[config.mk]
export PLATFORM = sky130hd
export DESIGN_NAME = gpc_port_controller
export DESIGN_NICKNAME = d
export VERILOG_FILES = /design/src/common/gpc_pkg.sv /design/src/hw/gpc_port_controller.sv
export VERILOG_INCLUDE_DIRS = /design/src /design/src/common
export SDC_FILE = /design/constraint.sdc
export NUM_CORES = 1
export LEC_CHECK = 0
export BUFFER_PORTS_ARGS = -buffer_cell sky130_fd_sc_hd__buf_4
export CAP_MARGIN = 20
export CORE_AREA = 5 5 275 277
export CTS_CLUSTER_DIAMETER = 60
export DETAILED_ROUTE_END_ITERATION = 7
export DIE_AREA = 0 0 280 282
export PLACE_DENSITY_LB_ADDON = 0.12
export REMOVE_ABC_BUFFERS = 1
export SYNTH_ARGS = -nofsm -noshare
export SYNTH_HDL_FRONTEND = slang
export SYNTH_SLANG_ARGS = --single-unit
export TNS_END_PERCENT = 100
[constraint.sdc]
create_clock -name clk_sys -period 2.9 [get_ports clk_sys]
set_input_delay 0.145 -clock clk_sys [delete_from_list [all_inputs] [get_ports clk_sys]]
set_output_delay 0.145 -clock clk_sys [all_outputs]
set_load 0.005 [all_outputs]
[src/common/gpc_defs.svh]
/*
 * constants of the three-group pin controller: widths, reset values, masks.
 * assumes it is included by bare name from the package and the design file.
 */
// Summary of operation
// each controller serves a group of up to 16 pins, each controllable alone or with others of the group.
// the pins form three groups of sixteen, controllers 0, 1 and 2 each owning pin indices 00 to 15 of its group.
// a general-purpose pin can be set as input or output with a selectable pull-up or pull-down.
// one 16-bit write changes direction or output value of any subset of pins atomically, others untouched.
// control registers have separate set and clear commands, ones set or clear the chosen bits.
// the controller raises a per-pin interrupt and a per-pin mask suppresses pins that are not enabled; the code raises one intReq per group.
// each pin interrupt can trigger on a rising or a falling edge of the synchronised input.
// instead of an edge, each pin interrupt can be level-sensitive, active while the input is high or low.
// every pad input passes a two-flop synchroniser before it is read or used for interrupts.
// a pad handed to a peripheral takes its output from that peripheral and gives it the pad state.
// pins of the always-on group can also wake the core from the ultra-low-power mode; the code wakes only from pins 40 to 47, the upper half of group 2.
// software sets both the controller clock enable and the bus clock enable before configuring.
// the registers are reached as a slave port of the bus matrix.
// a function select of zero connects the pad to the controller, any other value to the peripheral.
// an output-enable set makes the pin an output driven from the output value, a clear makes it an input.
// pull disable 0 with type 0 is pull-up, with type 1 pull-down, and pull disable 1 gives no pull.
// after reset every pad is an input with its pull-up enabled.
`ifndef GPC_DEFS_SVH
`define GPC_DEFS_SVH

`define GPC_GROUP_PINS 16
`define GPC_GROUPS 3
`define GPC_PINS 48
`define GPC_SEL_W 3
`define GPC_RST_OUT_EN 48'h0000_0000_0000
`define GPC_RST_PULL_DIS 48'h0000_0000_0000
`define GPC_RST_PULL_TYPE 48'h0000_0000_0000
`define GPC_RST_ZERO 48'h0000_0000_0000
`define GPC_AON_PIN_MASK 48'hFF00_0000_0000
`define GPC_GROUP_MASK 48'h0000_0000_FFFF

`endif

[src/common/gpc_pkg.sv]
/*
 * types of the pin controller: command codes and read selects.
 * assumes gpc_defs.svh lies on the include path.
 */
package gpc_pkg;
`include "gpc_defs.svh"

    typedef enum logic [4:0] {
        GPC_CMD_OE_SET = 5'h00,
        GPC_CMD_OE_CLR = 5'h01,
        GPC_CMD_OUT_SET = 5'h02,
        GPC_CMD_OUT_CLR = 5'h03,
        GPC_CMD_OUT_WRITE = 5'h04,
        GPC_CMD_PDIS_SET = 5'h05,
        GPC_CMD_PDIS_CLR = 5'h06,
        GPC_CMD_PTYPE_SET = 5'h07,
        GPC_CMD_PTYPE_CLR = 5'h08,
        GPC_CMD_IEN_SET = 5'h09,
        GPC_CMD_IEN_CLR = 5'h0A,
        GPC_CMD_ILVL_SET = 5'h0B,
        GPC_CMD_ILVL_CLR = 5'h0C,
        GPC_CMD_IPOL_SET = 5'h0D,
        GPC_CMD_IPOL_CLR = 5'h0E,
        GPC_CMD_ISTAT_CLR = 5'h0F
    } gpc_cmd_t;

    typedef enum logic [3:0] {
        GPC_RD_DATA = 4'h0,
        GPC_RD_OUT_EN = 4'h1,
        GPC_RD_OUT_VAL = 4'h2,
        GPC_RD_PULL_DIS = 4'h3,
        GPC_RD_PULL_TYPE = 4'h4,
        GPC_RD_INT_EN = 4'h5,
        GPC_RD_INT_LEVEL = 4'h6,
        GPC_RD_INT_POL = 4'h7,
        GPC_RD_INT_STAT = 4'h8
    } gpc_rd_t;
endpackage

[src/hw/gpc_port_controller.sv]
/*
 * three 16-pin general-purpose pin controllers in one block: direction, output,
 * pull, function select override, synchronised input, masked interrupts, wake.
 * assumes padIn comes straight from the pads (asynchronous), the command port is
 * driven from logic on clk_sys, and peripheral signals are on clk_sys.
 */
`timescale 1ns/1ps
`include "gpc_defs.svh"
module gpc_port_controller import gpc_pkg::*; (
    input wire logic clk_sys,
    input wire logic rstn,
    input wire logic controllerClockEnable,
    input wire logic bus_clock_gate_bit,
    input wire logic cmdValid,
    input wire gpc_cmd_t cmdOp,
    input wire logic [1:0] cmdGroup,
    input wire logic [15:0] cmdData,
    input wire logic rdValid,
    input wire gpc_rd_t rdSel,
    input wire logic [1:0] rdGroup,
    output logic [15:0] rdData,
    output logic rdDone,
    input wire logic [143:0] padFunctionSelect,
    input wire logic [47:0] periphOut,
    input wire logic [47:0] periphOe,
    output logic [47:0] periphIn,
    input wire logic [47:0] padIn,
    output logic [47:0] padOut,
    output logic [47:0] padOe,
    output logic [47:0] padPullEn,
    output logic [47:0] padPullUp,
    output logic [2:0] intReq,
    output logic wakeReq
);

    // ----------------------------------------------------------------
    // helpers
    // ----------------------------------------------------------------
    function automatic logic [47:0] applySetClr(input logic [47:0] cur, input logic [47:0] msk,
                                                input logic doSet, input logic doClr);
        logic [47:0] res;
        res = cur;
        if (doSet) begin
            res = res | msk;
        end
        if (doClr) begin
            res = res & ~msk;
        end
        return res;
    endfunction

    // ----------------------------------------------------------------
    // state
    // ----------------------------------------------------------------
    logic [47:0] outEn_r, outEn_nxt, outVal_r, outVal_nxt;
    logic [47:0] pullDis_r, pullDis_nxt, pullType_r, pullType_nxt;
    logic [47:0] intEn_r, intEn_nxt, intLevel_r, intLevel_nxt, intPol_r, intPol_nxt;
    logic [47:0] intStat_r, intStat_nxt;
    logic [47:0] syncA_r, syncB_r, prev_r;
    logic [15:0] rdData_r, rdData_nxt;
    logic rdDone_r, rdDone_nxt;
    logic [2:0] intReq_r, intReq_nxt;
    logic wakeReq_r, wakeReq_nxt;
    logic clocksOn, cmdOk;
    logic [47:0] selMask, grpMask, hit, rdVec;
    logic [5:0] cmdShift, rdShift;

    // both enables must be up before any access or detection takes effect
    assign clocksOn = controllerClockEnable & bus_clock_gate_bit;
    // group index 3 does not exist, so such a command is dropped
    assign cmdOk = cmdValid & clocksOn & (cmdGroup != 2'd3);
    assign cmdShift = {cmdGroup, 4'b0000};
    assign rdShift = {rdGroup, 4'b0000};
    // a set or clear command touches only pins of its own group whose data bit is one; the output write covers the whole group
    assign selMask = {32'h0000_0000, cmdData} << cmdShift;
    assign grpMask = `GPC_GROUP_MASK << cmdShift;

    // ----------------------------------------------------------------
    // configuration and interrupt next state
    // ----------------------------------------------------------------
    always_comb begin
        outEn_nxt = applySetClr(outEn_r, selMask, cmdOk && cmdOp == GPC_CMD_OE_SET,
                                cmdOk && cmdOp == GPC_CMD_OE_CLR);
        outVal_nxt = applySetClr(outVal_r, selMask, cmdOk && cmdOp == GPC_CMD_OUT_SET,
                                 cmdOk && cmdOp == GPC_CMD_OUT_CLR);
        if (cmdOk && cmdOp == GPC_CMD_OUT_WRITE) begin
            outVal_nxt = (outVal_r & ~grpMask) | selMask; // whole-group write
        end
        pullDis_nxt = applySetClr(pullDis_r, selMask, cmdOk && cmdOp == GPC_CMD_PDIS_SET,
                                  cmdOk && cmdOp == GPC_CMD_PDIS_CLR);
        pullType_nxt = applySetClr(pullType_r, selMask, cmdOk && cmdOp == GPC_CMD_PTYPE_SET,
                                   cmdOk && cmdOp == GPC_CMD_PTYPE_CLR);
        intEn_nxt = applySetClr(intEn_r, selMask, cmdOk && cmdOp == GPC_CMD_IEN_SET,
                                cmdOk && cmdOp == GPC_CMD_IEN_CLR);
        intLevel_nxt = applySetClr(intLevel_r, selMask, cmdOk && cmdOp == GPC_CMD_ILVL_SET,
                                   cmdOk && cmdOp == GPC_CMD_ILVL_CLR);
        intPol_nxt = applySetClr(intPol_r, selMask, cmdOk && cmdOp == GPC_CMD_IPOL_SET,
                                 cmdOk && cmdOp == GPC_CMD_IPOL_CLR);
    end

    // ----------------------------------------------------------------
    // interrupt detection next state
    // ----------------------------------------------------------------
    always_comb begin
        // pol 1 picks rising / high, pol 0 falling / low; edges come from the second flop
        hit = '0;
        for (int i = 0; i < `GPC_PINS; i++) begin
            if (intLevel_r[i]) begin
                hit[i] = intPol_r[i] ? syncB_r[i] : ~syncB_r[i];
            end else begin
                hit[i] = intPol_r[i] ? (syncB_r[i] & ~prev_r[i]) : (~syncB_r[i] & prev_r[i]);
            end
        end
        if (!clocksOn) begin
            hit = '0;
        end
        // edge status is sticky and an edge in the clearing cycle wins; level status follows the pin
        intStat_nxt = applySetClr(intStat_r, selMask, 1'b0, cmdOk && cmdOp == GPC_CMD_ISTAT_CLR);
        intStat_nxt = (intStat_nxt & ~intLevel_r) | hit;
        for (int g = 0; g < `GPC_GROUPS; g++) begin
            intReq_nxt[g] = |(intStat_nxt[g*16 +: 16] & intEn_nxt[g*16 +: 16]);
        end
        // wake looks at the always-on pins only; masked pins never wake
        wakeReq_nxt = |(intStat_nxt & intEn_nxt & `GPC_AON_PIN_MASK);
    end

    // ----------------------------------------------------------------
    // read port
    // ----------------------------------------------------------------
    always_comb begin
        case (rdSel)
            GPC_RD_DATA: rdVec = syncB_r;
            GPC_RD_OUT_EN: rdVec = outEn_r;
            GPC_RD_OUT_VAL: rdVec = outVal_r;
            GPC_RD_PULL_DIS: rdVec = pullDis_r;
            GPC_RD_PULL_TYPE: rdVec = pullType_r;
            GPC_RD_INT_EN: rdVec = intEn_r;
            GPC_RD_INT_LEVEL: rdVec = intLevel_r;
            GPC_RD_INT_POL: rdVec = intPol_r;
            GPC_RD_INT_STAT: rdVec = intStat_r;
            default: rdVec = '0;
        endcase
        rdDone_nxt = rdValid & clocksOn;
        rdData_nxt = rdData_r;
        if (rdValid && clocksOn) begin
            rdData_nxt = (rdGroup == 2'd3) ? 16'h0000 : 16'(rdVec >> rdShift);
        end
    end

    // ----------------------------------------------------------------
    // configuration registers
    // ----------------------------------------------------------------
    always_ff @(posedge clk_sys or negedge rstn) begin
        if (!rstn) begin
            outEn_r <= `GPC_RST_OUT_EN;
            outVal_r <= `GPC_RST_ZERO;
            pullDis_r <= `GPC_RST_PULL_DIS;
            pullType_r <= `GPC_RST_PULL_TYPE;
            intEn_r <= `GPC_RST_ZERO;
            intLevel_r <= `GPC_RST_ZERO;
            intPol_r <= `GPC_RST_ZERO;
        end else begin
            outEn_r <= outEn_nxt;
            outVal_r <= outVal_nxt;
            pullDis_r <= pullDis_nxt;
            pullType_r <= pullType_nxt;
            intEn_r <= intEn_nxt;
            intLevel_r <= intLevel_nxt;
            intPol_r <= intPol_nxt;
        end
    end

    // ----------------------------------------------------------------
    // input synchroniser
    // ----------------------------------------------------------------
    // flops start low: a pulled-up pad then looks like a rising edge, which the falling-edge reset polarity ignores
    always_ff @(posedge clk_sys or negedge rstn) begin
        if (!rstn) begin
            syncA_r <= `GPC_RST_ZERO;
            syncB_r <= `GPC_RST_ZERO;
            prev_r <= `GPC_RST_ZERO;
        end else begin
            syncA_r <= padIn;
            syncB_r <= syncA_r;
            prev_r <= syncB_r;
        end
    end

    // ----------------------------------------------------------------
    // interrupt registers
    // ----------------------------------------------------------------
    always_ff @(posedge clk_sys or negedge rstn) begin
        if (!rstn) begin
            intStat_r <= `GPC_RST_ZERO;
            intReq_r <= 3'b000;
            wakeReq_r <= 1'b0;
        end else begin
            intStat_r <= intStat_nxt;
            intReq_r <= intReq_nxt;
            wakeReq_r <= wakeReq_nxt;
        end
    end

    // ----------------------------------------------------------------
    // read registers
    // ----------------------------------------------------------------
    always_ff @(posedge clk_sys or negedge rstn) begin
        if (!rstn) begin
            rdData_r <= 16'h0000;
            rdDone_r <= 1'b0;
        end else begin
            rdData_r <= rdData_nxt;
            rdDone_r <= rdDone_nxt;
        end
    end

    // ----------------------------------------------------------------
    // pad side
    // ----------------------------------------------------------------
    // peripheral signals bypass the controller registers, so a mux change takes effect at once
    always_comb begin
        for (int i = 0; i < `GPC_PINS; i++) begin
            if (padFunctionSelect[i*3 +: 3] != 3'b000) begin
                padOut[i] = periphOut[i];
                padOe[i] = periphOe[i];
            end else begin
                padOut[i] = outVal_r[i];
                padOe[i] = outEn_r[i];
            end
        end
    end
    assign periphIn = syncB_r;
    assign padPullEn = ~pullDis_r;
    assign padPullUp = ~pullType_r;
    assign rdData = rdData_r;
    assign rdDone = rdDone_r;
    assign intReq = intReq_r;
    assign wakeReq = wakeReq_r;

endmodule // gpc_port_controller

# After elaboration in Yosys (flattened, before gate mapping)
# Index checks and enable logic that the tools add are counted.
# word_totals
romBits	0
out_inout_bits	261
latchBits	0
reg_bits	549
elab_cells	597
mem_count	0
mem_bits_rw	0
# classes
reduce_logical	71
shift	3
addsub	0
bitwise	224
div_mod_pow	0
magnitude_cmp	0
n_eq_ne	25
muxes	259
mul	0
# ops
cell	n
two-way mux 48 bit	17
AND 48 bit	11
bitwise OR 48 bit	9
case mux 48 bit (9 select lines)	1
two-way mux 1 bit	240
inverter 48 bit	5
nonzero test 3 bit	48
AND 1 bit	100
inverter 1 bit	96
AND 16 bit	3
OR reduction 16 bit	3
left shift 16 x 6 -> 48 bit	1
left shift 16 x 6 -> 48 bit (first input constant)	1
right shift 48 x 6 -> 16 bit	1
== test 5 x 4 -> 1 bit (second input constant)	8
== test 5 x 3 -> 1 bit (second input constant)	4
logical AND 1 bit	17
== test 4 x 3 -> 1 bit (second input constant)	4
two-way mux 16 bit	1
== test 5 x 2 -> 1 bit (second input constant)	2
== test 4 x 2 -> 1 bit (second input constant)	2
OR reduction 8 bit	1
== test 5 x 1 -> 1 bit (second input constant)	1
logical NOT 5 bit	1
5 further kinds	5

# Depth between registers and ports, before layout
# logic_depth
word_depth	9
ltp_mapped	10
depth_no_buf	7

# Worst setup path before layout
# OpenSTA, ideal clock, no wires.
# synth_path
path_kind	in2reg
start	input cmdOp[1]
end	register intReq_r[1], in the netlist intReq[1]
cell_stages	10
setup_slack_ns	1.117
arrival_ns	1.650
setup_time_ns	0.134
cell_sequence	buf_2 > nor2b_1 > and4_1 > clkbuf_2 > and2_1 > buf_4 > a21oi_1 > a32o_1 > nor4_1 > nand4_1
# synth_between
elab_chain_len	7
word_cells_on_any_way	14
cone_classes	eq/ne: 3; mux: 3; bitwise: 4; reduce/logical: 4
# synth_lines
item	line	rtl
start, declared	gpc_port_controller.sv:15	input wire gpc_cmd_t cmdOp,
== test 5 x 4 -> 1 bit	gpc_port_controller.sv:93	intEn_nxt = applySetClr(intEn_r, selMask, cmdOk && cmdOp == GPC_CMD_IEN_SET,
logical AND 1 bit	gpc_port_controller.sv:93	
two-way mux 48 bit	gpc_port_controller.sv:43	if (doSet) begin
AND 48 bit	gpc_port_controller.sv:47	res = res & ~msk;
two-way mux 48 bit *	gpc_port_controller.sv:46	if (doClr) begin
net intEn_nxt[18]	gpc_port_controller.sv:57	logic [47:0] intEn_r, intEn_nxt, intLevel_r, intLevel_nxt, intPol_r, intPol_nxt;
AND 16 bit *	gpc_port_controller.sv:121	intReq_nxt[g] = |(intStat_nxt[g*16 +: 16] & intEn_nxt[g*16 +: 16]);
OR reduction 16 bit *	gpc_port_controller.sv:121	
net intReq_nxt[1]	gpc_port_controller.sv:62	logic [2:0] intReq_r, intReq_nxt;
end signal, assigned	gpc_port_controller.sv:199	intReq_r <= intReq_nxt;
end, declared	gpc_port_controller.sv:62	
# Mark *: on every way through the listed nets, which the timed path passes. The rest lies on a longest branch.
# A chain may end at the register's enable or synchronous reset.

# Worst setup path in the final report
# layout_path
start	input cmdGroup[1]
end	register intReq_r[2], in the netlist intReq[2]
# layout_between
elab_chain_len	8
word_cells_on_any_way	17
cone_classes	eq/ne: 1; shift: 1; mux: 3; bitwise: 8; reduce/logical: 4
# layout_lines
item	line	rtl
start, declared	gpc_port_controller.sv:16	input wire logic [1:0] cmdGroup,
left shift 16 x 6 -> 48 bit / inequality test 2 bit (equally long branches)	gpc_port_controller.sv:75, gpc_port_controller.sv:71	
inverter 48 bit / AND 1 bit (equally long branches)	gpc_port_controller.sv:47, gpc_port_controller.sv:71	
AND 48 bit / logical AND 1 bit (equally long branches)	gpc_port_controller.sv:47, gpc_port_controller.sv:118	
two-way mux 48 bit *	gpc_port_controller.sv:46	
AND 48 bit *	gpc_port_controller.sv:119	intStat_nxt = (intStat_nxt & ~intLevel_r) | hit;
bitwise OR 48 bit *	gpc_port_controller.sv:119	
net intStat_nxt[43]	gpc_port_controller.sv:58	logic [47:0] intStat_r, intStat_nxt;
AND 16 bit *	gpc_port_controller.sv:121	
OR reduction 16 bit *	gpc_port_controller.sv:121	
net intReq_nxt[2]	gpc_port_controller.sv:62	
# Marked as above.

==> results.md <==
- Peak supply drop: 352 uV
- Antenna Nets Post-Route: 0
- Max-cap violations: 0
- WP data arrival: 3100 ps
- Root Buffer: clkbuf_16
- Clk Latency, worst-skew pair: 620 ps
- Pleak: 0.0151 uW
- Final Setup Violations: 0
- Die height: 282 um
- DR WL met2: 53900 um
- Vias post-DR: 23700
- Core ar.: 0.0726 sq mm
- IO buf count: 583
- Full die area: 0.0790 sq mm
- Most frequent cells in the layout: buf_4, a21oi_1, dfrtp_1
- Largest net degree at the start of global routing: 91
- Met3 WL: 10500 um
- Count of different cell masters after synthesis: 46
- DRC violations left: 0
- Final hold vios: 0
- DR top layer: met5
- CP Max Fanout: 14
- Tightest Pin Transition: 1060 ps
- Slew Limit Fails: 0
- Initial DRC count: 2562
- Total power draw: 19500 uW
- Postcts setup bufs: 0
- First-pass GRT wire length: 166000 um
- Avg Vias per Cell: 5.84
- Skew final: 32.7 ps
- CP endpoint kind: flip-flop
- TritonCTS buffer count: 69
- Mapped Cells: 2433
- WP buf/inv: 3
- Most common cell after layout, fill and taps aside: buf_4
- Initial antenna violation count: 3
- Register area share after synthesis: 54.6%
- Final net count: 3373
- Top-area cell type share of the netlist area: 54.6%
- Slowest cell on the critical path: dlygate4sd3_1
- GRT Overall Usage: 27.9%
- Post-route cell area: 0.0341 sq mm
- GRT Residual Overflow: 0
- Clk sink count: 549
- Avg Inst Size Synth: 10.3 sq um
- Vias in the first global route: 24700
- Crit Path Category: in -> reg
- Ys Warns: 0
- Drt total wl: 114000 um
- CTS max path bufs: 3
- Cell taking the most area after synthesis: dfrtp_1
- Tcrit/Tclk final: 90.2%
- Unrepaired setup endpoints after global routing: false
- IO Pins: 584
- Initial Utilization: 34.7%
- Avg WL per Cell: 28.1 um
- Status: finished, final reports clean
- Max Clock Freq: 382 MHz
- Dpl cell area: 0.0310 sq mm
- Worst-path clk slew: 60 ps
- Layout cell share with drive strength beyond 1: 29.7%
- CP top delay family: simple AND/OR/NAND/NOR gates
- Post-synthesis register bit count: 549
- Std cell rows: 99
- HP Class: in -> reg
- Placement Setup Slack: 305 ps
- Slew HR: 29.0%
- Main area contributors after synthesis: dfrtp_1, a21oi_1, mux2_2
- Critical Path RT: 3380 ps
- Routability congestion estimate: 0.931
- DR pass1 iterations: 6
- Worst setup SP type: input port
- Area grow syn2layout: 35.4%
- Final min period: 2620 ps
- HPWL after detailed placement: 79300 um
- Max incr delay on CP: 640 ps
- Setup TNS: 0 ps
- Worst-path cell chain: dlygate4sd3_1 > buf_4 > nor2b_4 > nand4_1 > buf_4 > o21ai_0 > nand2_1 > a22oi_1 > nand4_1 > nand3b_1
- H-tree depth: 3
- Final worst slack: 285 ps
- Mapped Area: 0.0252 sq mm
- Die width: 280 um
- PwrDens: 573 mW/mm^2
- Metal1 wirelength: 46500 um
- TritonCTS clock tree: yes
## kinds of logic after synthesis
logic type / after synthesis / share of synthesized area (%)
flops: 549 / 54.6
xor+xnor: 97 / 3.38
compound gates: 1061 / 25.8
mux: 96 / 4.30
buf+inv: 304 / 4.84
simple gates: 326 / 7.05
## worst reg2reg max path, stage by stage (launching register included)
cell and delay [ps]:
dfrtp_1 480, a22o_1 240, a221oi_1 360, nand3_1 200
a21oi_1 210, o21ai_0 130, a32o_1 280
## worst paths after layout
check,startpoint,to,slack (ps),cells past startpoint
max in group asynchronous,rstn,asynchronous set/reset pin,1720,3
worst min register to register,syncA_r[11]$_DFF_PN0_,periphIn[11]$_DFF_PN0_,340,0
min in group asynchronous,rstn,periphIn[47]$_DFF_PN0_,120,2
worst min-delay path,rdValid,rdDone$_DFF_PN0_,110,4
worst max-delay path,cmdGroup[1],intReq[2]$_DFF_PN0_,280,10
worst max register to register,periphIn[43]$_DFF_PN0_,rdData[11]$_DFFE_PN0P_,890,6
## final cells by class
type	count	area, sq um
multi-input combinational	1580	10300
inverter	100	375
fill	6807	38500
clock buffer	97	2050
tap	959	1200
timing repair buffer	750	6040
antenna	4	10.0
clock inverter	26	309
sequential	549	13700
## routing by layer
| metal | track usage, % | vias to the layer above |
|---|---|---|
| met4 | 8.83 | 2 |
| met1 | 37.6 | 11900 |
| met5 | 0 | - |
| met3 | 5.94 | 215 |
| met2 | 45.3 | 1346 |
| li1 | - | 10300 |
## synthesized netlist by cell type (all sizes together)
master and number:
nand3 17, nand2 77, or3 2, a32o 17
nor3 55, nand3b 3, a41oi 14, clkinv 1
o211ai 46, nor2 10, nor3b 1, a22oi 136
and3 8, a31o 1, a211oi 15, mux2 96
and3b 1, clkbuf 138, a222oi 18, nor4b 4
o31ai 2, a22o 58, dfrtp 549, xnor2 46
xor2 51, and2 56, and4 3, o21ai 64
inv 99, or2 1, a221oi 48, a21o 3
a21boi 2, nand4 20, a21oi 601, a31oi 34
nor4 5, and4b 1, and4bb 2, a32oi 2
nor2b 60, buf 66
## per-stage QoR
stage | cells | hold slack [ps] | util (%)
after floorplan | 2229 | -151 | -
after global placement | 3871 | 183 | 42.8
after detailed placement | 3871 | 198 | 42.8
after CTS | 4061 | 63.9 | 46.9
after global routing | 4062 | 96.3 | 46.9
final | 4065 | 113 | 46.9
## report_power, final
part / internal (uW) / switching, uW
Clock: 5400 / 3500
Sequential: 8040 / 352
Combinational: 1050 / 1180
## what timing repair did
item,CTS,global route
resized for setup,0,0
endpoints found under the setup margin,0,0
hold endpoints to repair,153,0
hold buffers,67,0
Note: power is estimated with default switching activity, not from simulation.
